## src/verilog/ssdp_defines.svh

```systemverilog
// Constants for the synchronous serial data port
// Function
// - Packet format field set to one selects synchronous serial mode, bypassing FIFOs.
// - Device drives the bit clock; host moves bits relative to it.
// - Transmit data enters on pin zero, which becomes input while transmitting.
// - Receive data leaves on whichever pin selects the serial data function.
// - Sync mode field enables preamble and sync insertion and detection.
// - With sync handling on, device adds and finds sync; host sees payload.
`ifndef SSDP_DEFINES_SVH
`define SSDP_DEFINES_SVH
// Register indices, byte address is four times the index
`define SSDP_IDX_PIN_TWO 9'h000
`define SSDP_IDX_PIN_ONE 9'h001
`define SSDP_IDX_PIN_ZERO 9'h002
`define SSDP_IDX_PKT_CTRL 9'h008
`define SSDP_IDX_MODEM_CFG 9'h012
`define SSDP_IDX_CONTROL 9'h040
`define SSDP_IDX_STATUS 9'h041
// Reset values
`define SSDP_RST_PIN_CFG 8'h00
`define SSDP_RST_PKT_CTRL 8'h00
`define SSDP_RST_MODEM_CFG 8'h00
`define SSDP_RST_CONTROL 8'h00
// Field values and positions
`define SSDP_FMT_SERIAL 2'h1
`define SSDP_MANCH_BIT 3
`define SSDP_FS_DATA 6'h01
`define SSDP_FS_CLOCK 6'h02
`define SSDP_CTRL_TX_BIT 0
`define SSDP_CTRL_RX_BIT 1
`define SSDP_STAT_SYNC_BIT 7
// Framing
`define SSDP_PREAMBLE_BITS 5'h10
`define SSDP_SYNC_WORD 16'hB53C
// Bit clock timing
`define SSDP_SYS_PERIOD_NS 100
`define SSDP_BIT_PERIOD_NS 800
`define SSDP_HALF_CYCLES (`SSDP_BIT_PERIOD_NS / (2 * `SSDP_SYS_PERIOD_NS))
// Bus answers
`define SSDP_RESP_OKAY 2'h0
`define SSDP_RESP_SLVERR 2'h2
`endif

```

## src/verilog/ssdp_pkg.sv

```systemverilog
// Types for the synchronous serial data port
package ssdp_pkg;
  typedef enum logic [2:0] {
    ST_IDLE = 3'h0,
    ST_PREAMBLE = 3'h1,
    ST_SYNC = 3'h2,
    ST_TX_PAYLOAD = 3'h3,
    ST_RX_HUNT = 3'h4,
    ST_RX_PAYLOAD = 3'h5
  } ssdp_state_type;
endpackage : ssdp_pkg

```

## src/verilog/ssdp_bitclk.sv

```systemverilog
// Bit clock divider with edge pulses
`include "ssdp_defines.svh"
module ssdp_bitclk (
  // System
  input wire logic clk,
  input wire logic reset,
  // Control and outputs
  input wire logic run,
  output logic level,
  output logic rise,
  output logic fall
);
  logic [2:0] cnt;
  logic [2:0] next_cnt;
  logic next_level;
  logic next_rise;
  logic next_fall;

  // Half period count; stopping clears phase so each run starts low
  always_comb begin
    next_cnt = cnt + 3'h1;
    next_level = level;
    next_rise = 1'b0;
    next_fall = 1'b0;
    if (!run) begin
      next_cnt = 3'h0;
      next_level = 1'b0;
    end else if (cnt == 3'(`SSDP_HALF_CYCLES - 1)) begin
      next_cnt = 3'h0;
      next_level = !level;
      next_rise = !level;
      next_fall = level;
    end
  end

  // Registers
  always_ff @(posedge clk or posedge reset) begin
    if (reset) begin
      cnt <= 3'h0;
      level <= 1'b0;
      rise <= 1'b0;
      fall <= 1'b0;
    end else begin
      cnt <= next_cnt;
      level <= next_level;
      rise <= next_rise;
      fall <= next_fall;
    end
  end
endmodule : ssdp_bitclk

```

## src/verilog/ssdp_top.sv

```systemverilog
// Synchronous serial data port with AXI4-Lite registers
//
// Our own choices: the register offsets and the AXI4-Lite interface to the registers.
`include "ssdp_defines.svh"
module ssdp_top (
  // System
  input wire logic SYS_CLK,
  input wire logic RESET,
  // AXI4-Lite write
  input wire logic [8:0] S_AXI_AWADDR,
  input wire logic S_AXI_AWVALID,
  output logic S_AXI_AWREADY,
  input wire logic [31:0] S_AXI_WDATA,
  input wire logic [3:0] S_AXI_WSTRB,
  input wire logic S_AXI_WVALID,
  output logic S_AXI_WREADY,
  output logic [1:0] S_AXI_BRESP,
  output logic S_AXI_BVALID,
  input wire logic S_AXI_BREADY,
  // AXI4-Lite read
  input wire logic [8:0] S_AXI_ARADDR,
  input wire logic S_AXI_ARVALID,
  output logic S_AXI_ARREADY,
  output logic [31:0] S_AXI_RDATA,
  output logic [1:0] S_AXI_RRESP,
  output logic S_AXI_RVALID,
  input wire logic S_AXI_RREADY,
  // General purpose pins
  input wire logic GP0_IN,
  output logic GP0_OUT,
  output logic GP0_OE_N,
  output logic GP1_OUT,
  output logic GP2_OUT,
  // Modem air side
  input wire logic AIR_RX_DATA,
  output logic AIR_TX_DATA,
  output logic AIR_TX_STROBE
);
  // Word index to register select, 7 means unmapped
  function automatic logic [2:0] reg_sel(input logic [8:0] addr);
    logic [6:0] idx;
    idx = addr[8:2];
    if (addr[1:0] != 2'h0) reg_sel = 3'h7;
    else if ({2'h0, idx} == `SSDP_IDX_PIN_TWO) reg_sel = 3'h0;
    else if ({2'h0, idx} == `SSDP_IDX_PIN_ONE) reg_sel = 3'h1;
    else if ({2'h0, idx} == `SSDP_IDX_PIN_ZERO) reg_sel = 3'h2;
    else if ({2'h0, idx} == `SSDP_IDX_PKT_CTRL) reg_sel = 3'h3;
    else if ({2'h0, idx} == `SSDP_IDX_MODEM_CFG) reg_sel = 3'h4;
    else if ({2'h0, idx} == `SSDP_IDX_CONTROL) reg_sel = 3'h5;
    else if ({2'h0, idx} == `SSDP_IDX_STATUS) reg_sel = 3'h6;
    else reg_sel = 3'h7;
  endfunction : reg_sel

  // Level a pin shows for its function select
  function automatic logic pin_drive(input logic [5:0] fs, input logic clk, input logic dat);
    pin_drive = (fs == `SSDP_FS_DATA) ? dat : ((fs == `SSDP_FS_CLOCK) ? clk : 1'b0);
  endfunction : pin_drive

  // Register file and bus state
  logic [7:0] pin_two_config_reg, pin_one_config_reg, pin_zero_config_reg;
  logic [7:0] packet_control_reg_low, modem_config_reg_two, control_reg;
  logic aw_held, w_held, sync_seen;
  logic [2:0] aw_sel;
  logic [7:0] w_byte;
  logic w_lane;
  logic [7:0] next_pin_two, next_pin_one, next_pin_zero, next_pkt, next_modem, next_ctrl;
  logic next_aw_held, next_w_held, next_bvalid, next_rvalid, next_sync_seen;
  logic [2:0] next_aw_sel;
  logic [7:0] next_w_byte;
  logic next_w_lane;
  logic [1:0] next_bresp, next_rresp;
  logic [31:0] next_rdata;
  logic do_write, sync_hit;
  logic [2:0] rd_sel;
  // Core state
  ssdp_pkg::ssdp_state_type state, next_state;
  logic [4:0] bit_cnt, next_bit_cnt;
  logic [15:0] rx_shift, next_rx_shift;
  logic data_out, next_data_out, link_clk, next_link_clk;
  logic next_air_data, next_air_strobe, next_gp0_oe_n;
  logic gp0_meta, gp0_s;
  logic rise_p, fall_p;
  // Sync word as a vector so one bit can be picked per strobe
  localparam logic [15:0] sync_word = `SSDP_SYNC_WORD;
  logic serial_mode, sync_on, tx_en, rx_en, manch_bad;

  assign serial_mode = packet_control_reg_low[1:0] == `SSDP_FMT_SERIAL;
  assign sync_on = modem_config_reg_two[2:0] != 3'h0;
  assign tx_en = control_reg[`SSDP_CTRL_TX_BIT];
  assign rx_en = control_reg[`SSDP_CTRL_RX_BIT];
  // Shown only; the host owns line coding choice
  assign manch_bad = serial_mode && modem_config_reg_two[`SSDP_MANCH_BIT];
  assign do_write = aw_held && w_held && !S_AXI_BVALID;
  assign rd_sel = reg_sel(S_AXI_ARADDR);

  // Bus slave next values; address and data may come in either order
  always_comb begin
    next_aw_held = aw_held;
    next_w_held = w_held;
    next_aw_sel = aw_sel;
    next_w_byte = w_byte;
    next_w_lane = w_lane;
    next_bvalid = S_AXI_BVALID && !S_AXI_BREADY;
    next_bresp = S_AXI_BRESP;
    next_rvalid = S_AXI_RVALID && !S_AXI_RREADY;
    next_rresp = S_AXI_RRESP;
    next_rdata = S_AXI_RDATA;
    next_pin_two = pin_two_config_reg;
    next_pin_one = pin_one_config_reg;
    next_pin_zero = pin_zero_config_reg;
    next_pkt = packet_control_reg_low;
    next_modem = modem_config_reg_two;
    next_ctrl = control_reg;
    next_sync_seen = sync_seen;
    if (S_AXI_AWVALID && S_AXI_AWREADY) begin
      next_aw_held = 1'b1;
      next_aw_sel = reg_sel(S_AXI_AWADDR);
    end
    if (S_AXI_WVALID && S_AXI_WREADY) begin
      next_w_held = 1'b1;
      next_w_byte = S_AXI_WDATA[7:0];
      next_w_lane = S_AXI_WSTRB[0];
    end
    if (do_write) begin
      next_aw_held = 1'b0;
      next_w_held = 1'b0;
      next_bvalid = 1'b1;
      next_bresp = (aw_sel == 3'h7) ? `SSDP_RESP_SLVERR : `SSDP_RESP_OKAY;
      if (w_lane) begin
        unique case (aw_sel)
          3'h0: next_pin_two = w_byte;
          3'h1: next_pin_one = w_byte;
          3'h2: next_pin_zero = w_byte;
          3'h3: next_pkt = w_byte;
          3'h4: next_modem = w_byte;
          3'h5: next_ctrl = w_byte;
          3'h6: if (w_byte[`SSDP_STAT_SYNC_BIT]) next_sync_seen = 1'b0;
          default: next_w_lane = w_lane;
        endcase
      end
    end
    // Detection wins over a clear in the same cycle
    if (sync_hit) next_sync_seen = 1'b1;
    if (S_AXI_ARVALID && S_AXI_ARREADY) begin
      next_rvalid = 1'b1;
      next_rresp = (rd_sel == 3'h7) ? `SSDP_RESP_SLVERR : `SSDP_RESP_OKAY;
      unique case (rd_sel)
        3'h0: next_rdata = {24'h00_0000, pin_two_config_reg};
        3'h1: next_rdata = {24'h00_0000, pin_one_config_reg};
        3'h2: next_rdata = {24'h00_0000, pin_zero_config_reg};
        3'h3: next_rdata = {24'h00_0000, packet_control_reg_low};
        3'h4: next_rdata = {24'h00_0000, modem_config_reg_two};
        3'h5: next_rdata = {24'h00_0000, control_reg};
        3'h6: next_rdata = {24'h00_0000, sync_seen, manch_bad, 3'h0, state};
        default: next_rdata = 32'h0000_0000;
      endcase
    end
  end

  // Bus registers
  always_ff @(posedge SYS_CLK or posedge RESET) begin
    if (RESET) begin
      aw_held <= 1'b0;
      w_held <= 1'b0;
      aw_sel <= 3'h0;
      w_byte <= 8'h00;
      w_lane <= 1'b0;
      S_AXI_AWREADY <= 1'b0;
      S_AXI_WREADY <= 1'b0;
      S_AXI_BVALID <= 1'b0;
      S_AXI_BRESP <= 2'h0;
      S_AXI_ARREADY <= 1'b0;
      S_AXI_RVALID <= 1'b0;
      S_AXI_RRESP <= 2'h0;
      S_AXI_RDATA <= 32'h0000_0000;
      pin_two_config_reg <= `SSDP_RST_PIN_CFG;
      pin_one_config_reg <= `SSDP_RST_PIN_CFG;
      pin_zero_config_reg <= `SSDP_RST_PIN_CFG;
      packet_control_reg_low <= `SSDP_RST_PKT_CTRL;
      modem_config_reg_two <= `SSDP_RST_MODEM_CFG;
      control_reg <= `SSDP_RST_CONTROL;
      sync_seen <= 1'b0;
    end else begin
      aw_held <= next_aw_held;
      w_held <= next_w_held;
      aw_sel <= next_aw_sel;
      w_byte <= next_w_byte;
      w_lane <= next_w_lane;
      S_AXI_AWREADY <= !next_aw_held;
      S_AXI_WREADY <= !next_w_held;
      S_AXI_BVALID <= next_bvalid;
      S_AXI_BRESP <= next_bresp;
      S_AXI_ARREADY <= !next_rvalid;
      S_AXI_RVALID <= next_rvalid;
      S_AXI_RRESP <= next_rresp;
      S_AXI_RDATA <= next_rdata;
      pin_two_config_reg <= next_pin_two;
      pin_one_config_reg <= next_pin_one;
      pin_zero_config_reg <= next_pin_zero;
      packet_control_reg_low <= next_pkt;
      modem_config_reg_two <= next_modem;
      control_reg <= next_ctrl;
      sync_seen <= next_sync_seen;
    end
  end

  // Bit clock runs only while a transfer is under way
  ssdp_bitclk u_bitclk (
    .clk(SYS_CLK),
    .reset(RESET),
    .run(state != ssdp_pkg::ST_IDLE),
    .level(),
    .rise(rise_p),
    .fall(fall_p)
  );

  assign sync_hit = state == ssdp_pkg::ST_RX_HUNT && rise_p
    && {rx_shift[14:0], AIR_RX_DATA} == `SSDP_SYNC_WORD;

  // Core sequencer; transmit wins when both directions are enabled
  always_comb begin
    next_state = state;
    next_bit_cnt = bit_cnt;
    next_rx_shift = rx_shift;
    next_data_out = data_out;
    next_air_data = AIR_TX_DATA;
    next_air_strobe = 1'b0;
    unique case (state)
      ssdp_pkg::ST_IDLE: begin
        next_bit_cnt = 5'h00;
        next_data_out = 1'b0;
        if (serial_mode && tx_en) begin
          next_state = sync_on ? ssdp_pkg::ST_PREAMBLE : ssdp_pkg::ST_TX_PAYLOAD;
        end else if (serial_mode && rx_en) begin
          next_state = sync_on ? ssdp_pkg::ST_RX_HUNT : ssdp_pkg::ST_RX_PAYLOAD;
        end
      end
      ssdp_pkg::ST_PREAMBLE: if (rise_p) begin
        next_air_data = !bit_cnt[0];
        next_air_strobe = 1'b1;
        next_bit_cnt = bit_cnt + 5'h01;
        if (bit_cnt == `SSDP_PREAMBLE_BITS - 5'h01) begin
          next_state = ssdp_pkg::ST_SYNC;
          next_bit_cnt = 5'h00;
        end
      end
      ssdp_pkg::ST_SYNC: if (rise_p) begin
        next_air_data = sync_word[4'hF - bit_cnt[3:0]];
        next_air_strobe = 1'b1;
        next_bit_cnt = bit_cnt + 5'h01;
        if (bit_cnt[3:0] == 4'hF) next_state = ssdp_pkg::ST_TX_PAYLOAD;
      end
      ssdp_pkg::ST_TX_PAYLOAD: if (rise_p) begin
        next_air_data = gp0_s;
        next_air_strobe = 1'b1;
      end
      ssdp_pkg::ST_RX_HUNT: begin
        if (rise_p) next_rx_shift = {rx_shift[14:0], AIR_RX_DATA};
        if (sync_hit) next_state = ssdp_pkg::ST_RX_PAYLOAD;
      end
      ssdp_pkg::ST_RX_PAYLOAD: if (fall_p) begin
        next_data_out = AIR_RX_DATA;
      end
    endcase
    // Leaving serial mode or dropping the enable aborts the transfer
    if (state != ssdp_pkg::ST_IDLE && (!serial_mode || !(tx_en || rx_en)
        || (state >= ssdp_pkg::ST_RX_HUNT && tx_en)
        || (state < ssdp_pkg::ST_RX_HUNT && !tx_en))) begin
      next_state = ssdp_pkg::ST_IDLE;
    end
    // Clock shows only while payload bits move; it starts at a rise pulse so
    // a half period left over from framing never shows a stray edge to the host
    next_link_clk = (state == ssdp_pkg::ST_TX_PAYLOAD || state == ssdp_pkg::ST_RX_PAYLOAD)
      && (rise_p || (link_clk && !fall_p));
    next_gp0_oe_n = (state == ssdp_pkg::ST_TX_PAYLOAD || state == ssdp_pkg::ST_PREAMBLE
      || state == ssdp_pkg::ST_SYNC || tx_en)
      || !(pin_zero_config_reg[5:0] == `SSDP_FS_DATA
      || pin_zero_config_reg[5:0] == `SSDP_FS_CLOCK);
  end

  // Core registers; pin zero input passes two flops first
  always_ff @(posedge SYS_CLK or posedge RESET) begin
    if (RESET) begin
      state <= ssdp_pkg::ST_IDLE;
      bit_cnt <= 5'h00;
      rx_shift <= 16'h0000;
      data_out <= 1'b0;
      link_clk <= 1'b0;
      gp0_meta <= 1'b0;
      gp0_s <= 1'b0;
      AIR_TX_DATA <= 1'b0;
      AIR_TX_STROBE <= 1'b0;
      GP0_OUT <= 1'b0;
      GP0_OE_N <= 1'b1;
      GP1_OUT <= 1'b0;
      GP2_OUT <= 1'b0;
    end else begin
      state <= next_state;
      bit_cnt <= next_bit_cnt;
      rx_shift <= next_rx_shift;
      data_out <= next_data_out;
      link_clk <= next_link_clk;
      gp0_meta <= GP0_IN;
      gp0_s <= gp0_meta;
      AIR_TX_DATA <= next_air_data;
      AIR_TX_STROBE <= next_air_strobe;
      GP0_OUT <= pin_drive(pin_zero_config_reg[5:0], next_link_clk, next_data_out);
      GP0_OE_N <= next_gp0_oe_n;
      GP1_OUT <= pin_drive(pin_one_config_reg[5:0], next_link_clk, next_data_out);
      GP2_OUT <= pin_drive(pin_two_config_reg[5:0], next_link_clk, next_data_out);
    end
  end
endmodule : ssdp_top

```

## config.mk

```make
export PLATFORM = sky130hd
export DESIGN_NAME = ssdp_top
export DESIGN_NICKNAME = d
export VERILOG_FILES = /design/src/verilog/ssdp_pkg.sv /design/src/verilog/ssdp_bitclk.sv /design/src/verilog/ssdp_top.sv
export VERILOG_INCLUDE_DIRS = /design/src /design/src/verilog
export SDC_FILE = /design/constraint.sdc
export NUM_CORES = 1
export LEC_CHECK = 0
export BUFFER_PORTS_ARGS = -buffer_cell sky130_fd_sc_hd__buf_2
export CORE_MARGIN = 1
export CORE_UTILIZATION = 40
export DETAILED_ROUTE_END_ITERATION = 6
export GPL_ROUTABILITY_DRIVEN = 0
export PLACE_DENSITY = 0.69
export SYNTH_ARGS = -nofsm -noshare
export SYNTH_HDL_FRONTEND = slang
export SYNTH_SLANG_ARGS = --single-unit
```

## constraint.sdc

```tcl
create_clock -name SYS_CLK -period 3.56 [get_ports SYS_CLK]
set_input_delay 0.356 -clock SYS_CLK [delete_from_list [all_inputs] [get_ports SYS_CLK]]
set_output_delay 0.356 -clock SYS_CLK [all_outputs]
set_load 0.01 [all_outputs]
```

==> reports/metrics.yaml <==
p_per_area_nw_per_um2: 722.2
fin_skew_ns: 0.01201
yosysTopAreaCell: "dfrtp_1"
synth_top_area_share_pct: 50.30
nets: 622
final.fill_count: 1238
grt_pass1_wl_mm: 19.89
finalCritPeriodShare_pct: 69.75
yosysMostFrequentCell: "dfrtp_1"
finalNonFillerCells: 746
crit_fanout: 8
cts_buffers: 17
synth_area_um2: 5771
die_x_um: 122.1
htreeDepth: 4
drv_slew: 0
yosysSeqAreaShare_pct: 50.76
postRouteAntennaNets: 0
antenna_found_initial: 0
cts_buffer_depth: 2
worstHoldPathCells: 1
routed_wl_mm: 11.86
grt_usage_pct: 17.78
vdd_drop_max_mv: 0.3375
post_cts_resized: 0
start_util_pct: 41.25
clkTransAtPathRegs_ns: 0.06
dp.cells: 714
root_buffer: "clkbuf_16"
setup-tns-final_ns: 0
hpwlAfterDp_mm: 8.361
die-area_um2: 14910
route.detailed.drc: 0
setup_viol: 0
top_register: "rx_shift"
syn_area_per_cell_um2: 11.78
drive_gt1_share_pct: 32.69
clock-sinks: 117
post_cts_buffers: 0
ys_ff_latch: 117
tritoncts: "built"
hold_violations: 0
die_y_um: 122.1
post-route-util_pct: 48.09
synthTopCellsByArea: "dfrtp_1 (50%), mux2_2 (14%), buf_4 (3.5%)"
row_count: 43
largest_reg_flops: 15
clock_latency_ns: 0.43
cap_violations: 0
path_class: "reg2reg"
grt_max_degree: 73
syn_to_final_growth_pct: 16.57
start_kind: "register"
rsz0062_at_grt: "no"
pre_cts_ws_ns: 0.9154
endpoint_kind: "register"
worstHoldStart: "GP0_IN"
yosysWarnings: 0
placed_area_um2: 6133
design_area_um2: 6726
min_to: "gp0_meta"
max_slew_margin_pct: 39.74
cts_hold_buf: 0
reg2reg_from: "bit_cnt[0]"
ys_types: 70
fp.coreArea_um2: 13990
setup_ws_ns: 1.077
critical_path_required_ns: 3.89
worst_pin_slew_ns: 0.9038
grt_pass1_vias: 3971
drtIter0Drc: 255
wl_per_cell_um: 15.89
min_period_ns: 2.483
r2r_cells: 10
hold_path_class: "in2reg"
syn_inst: 490
num_vias: 3965
synth_edf_count: 0
n_antenna_cell: 0
boundaryPins: 110
rrSetupSlack_ns: 1.08
synth-async-reset-ratio_pct: 100.0
firstDrtPassIters: 4
grt_overflow: 0
status: "finished clean"
critPathArrivalTime_ns: 2.81
fmax_mhz: 402.7
via_per_inst: 5.315
port_buffers: 56
synthTopCellsByCount: "dfrtp_1 (116), mux2_2 (72), nand2_1 (36)"
reg2reg_to: "state[1]"
leakage_nw: 3.165
synth-main-ff-cell: "dfrtp_1"
[per-layer routing]
| metal | vias to the layer above | part of all wire (%) | global-route usage (%) | routed length, µm |
|---|---|---|---|---|
| met1 | 1964 | 45 | 23.24 | 5391 |
| met3 | 16 | 5.2 | 4.822 | 617 |
| met4 | 0 | 1.8 | 7.698 | 208 |
| met2 | 119 | 48 | 27.68 | 5638 |
| li1 | 1866 | - | - | - |
| met5 | - | 0 | 0 | 0 |
[placed cells by master (no fill, tap or decap), types with 3 or more instances in the layout]
cell type / n
nor3_1: 11
dfrtp_1: 116
clkinvlp_4: 3
inv_1: 14
buf_2: 56
and3_1: 6
mux2_2: 72
a221o_1: 3
nand3b_1: 10
nand2b_1: 5
conb_1: 26
nor2b_1: 6
o211ai_1: 4
nor2_1: 24
nor4bb_1: 3
mux4_2: 3
mux2i_1: 6
clkinv_4: 5
a22oi_1: 6
a2bb2oi_1: 4
a22o_1: 3
nor4_1: 3
a21oi_1: 14
or2_2: 3
nand3_1: 9
nand2_1: 36
or4_1: 4
mux4_1: 3
o21ai_0: 20
o31ai_1: 3
nand4_1: 4
a21boi_0: 3
clkbuf_16: 17
buf_4: 3
ha_1: 6
[through the flow]
stage	hold slack (ns)	total power [mW]
final	0.04049	4.858
after detailed placement	0.3489	3.198
after global routing	0.02985	5.138
after floorplan	0.3312	2.879
after CTS	0.02351	4.892
after global placement	0.3364	3.130
[final cells by class]
cell class,instances,area [µm²],area share [%]
multi-input combinational,342,2597,38.62
sequential,117,2929,43.55
clock buffer,18,439.2,6.529
clock inverter,14,153.9,2.288
inverter,15,58.81,0.8743
tap,180,225.2,3.348
timing repair buffer,60,322.8,4.799
[critical path, stage by stage, from the launching register on]
cell	delay [ns]
dfrtp_1	0.46
ha_1	0.28
nand3_1	0.12
inv_1	0.06
ha_1	0.20
a21oi_1	0.13
a22oi_1	0.10
or4b_2	0.62
o311ai_1	0.15
o22ai_1	0.15
o21ai_0	0.11
[report_power, final]
group	leakage, nW	internal (mW)	switching (mW)
clock	0.283	1.05	0.633
combinational	1.34	0.550	0.501
sequential	1.54	1.71	0.411
total	3.17	3.31	1.54
[cell families (layout without fill, tap and decap cells)]
kind of cell / after synthesis / count (layout) / synth area share [%]
buffers and inverters: 56 / 107 / 5.854
AO/OA/AOI/OAI: 80 / 80 / 10.13
XOR/XNOR: 2 / 2 / 0.3036
adder cells (fa/ha/maj): 7 / 7 / 1.474
multiplexers: 84 / 84 / 17.63
flip-flops: 117 / 117 / 50.76
AND/OR/NAND/NOR: 143 / 143 / 13.79
other: 1 / 26 / 0.06499
[how the worst max path moves through the flow]
| stage | depth (start not counted) | to | from |
|---|---|---|---|
| 5_1_grt | 10 | state[0] | bit_cnt[0] |
| 2_1_floorplan | 1 | AIR_TX_DATA | RESET |
| 4_1_cts | 10 | state[1] | bit_cnt[0] |
| 3_3_place_gp | 8 | S_AXI_RDATA[6] | S_AXI_ARADDR[3] |
| 6_report | 10 | state[1] | bit_cnt[0] |
| 3_5_place_dp | 8 | S_AXI_RDATA[6] | S_AXI_ARADDR[3] |
Note: power is estimated with default switching activity, not from simulation.
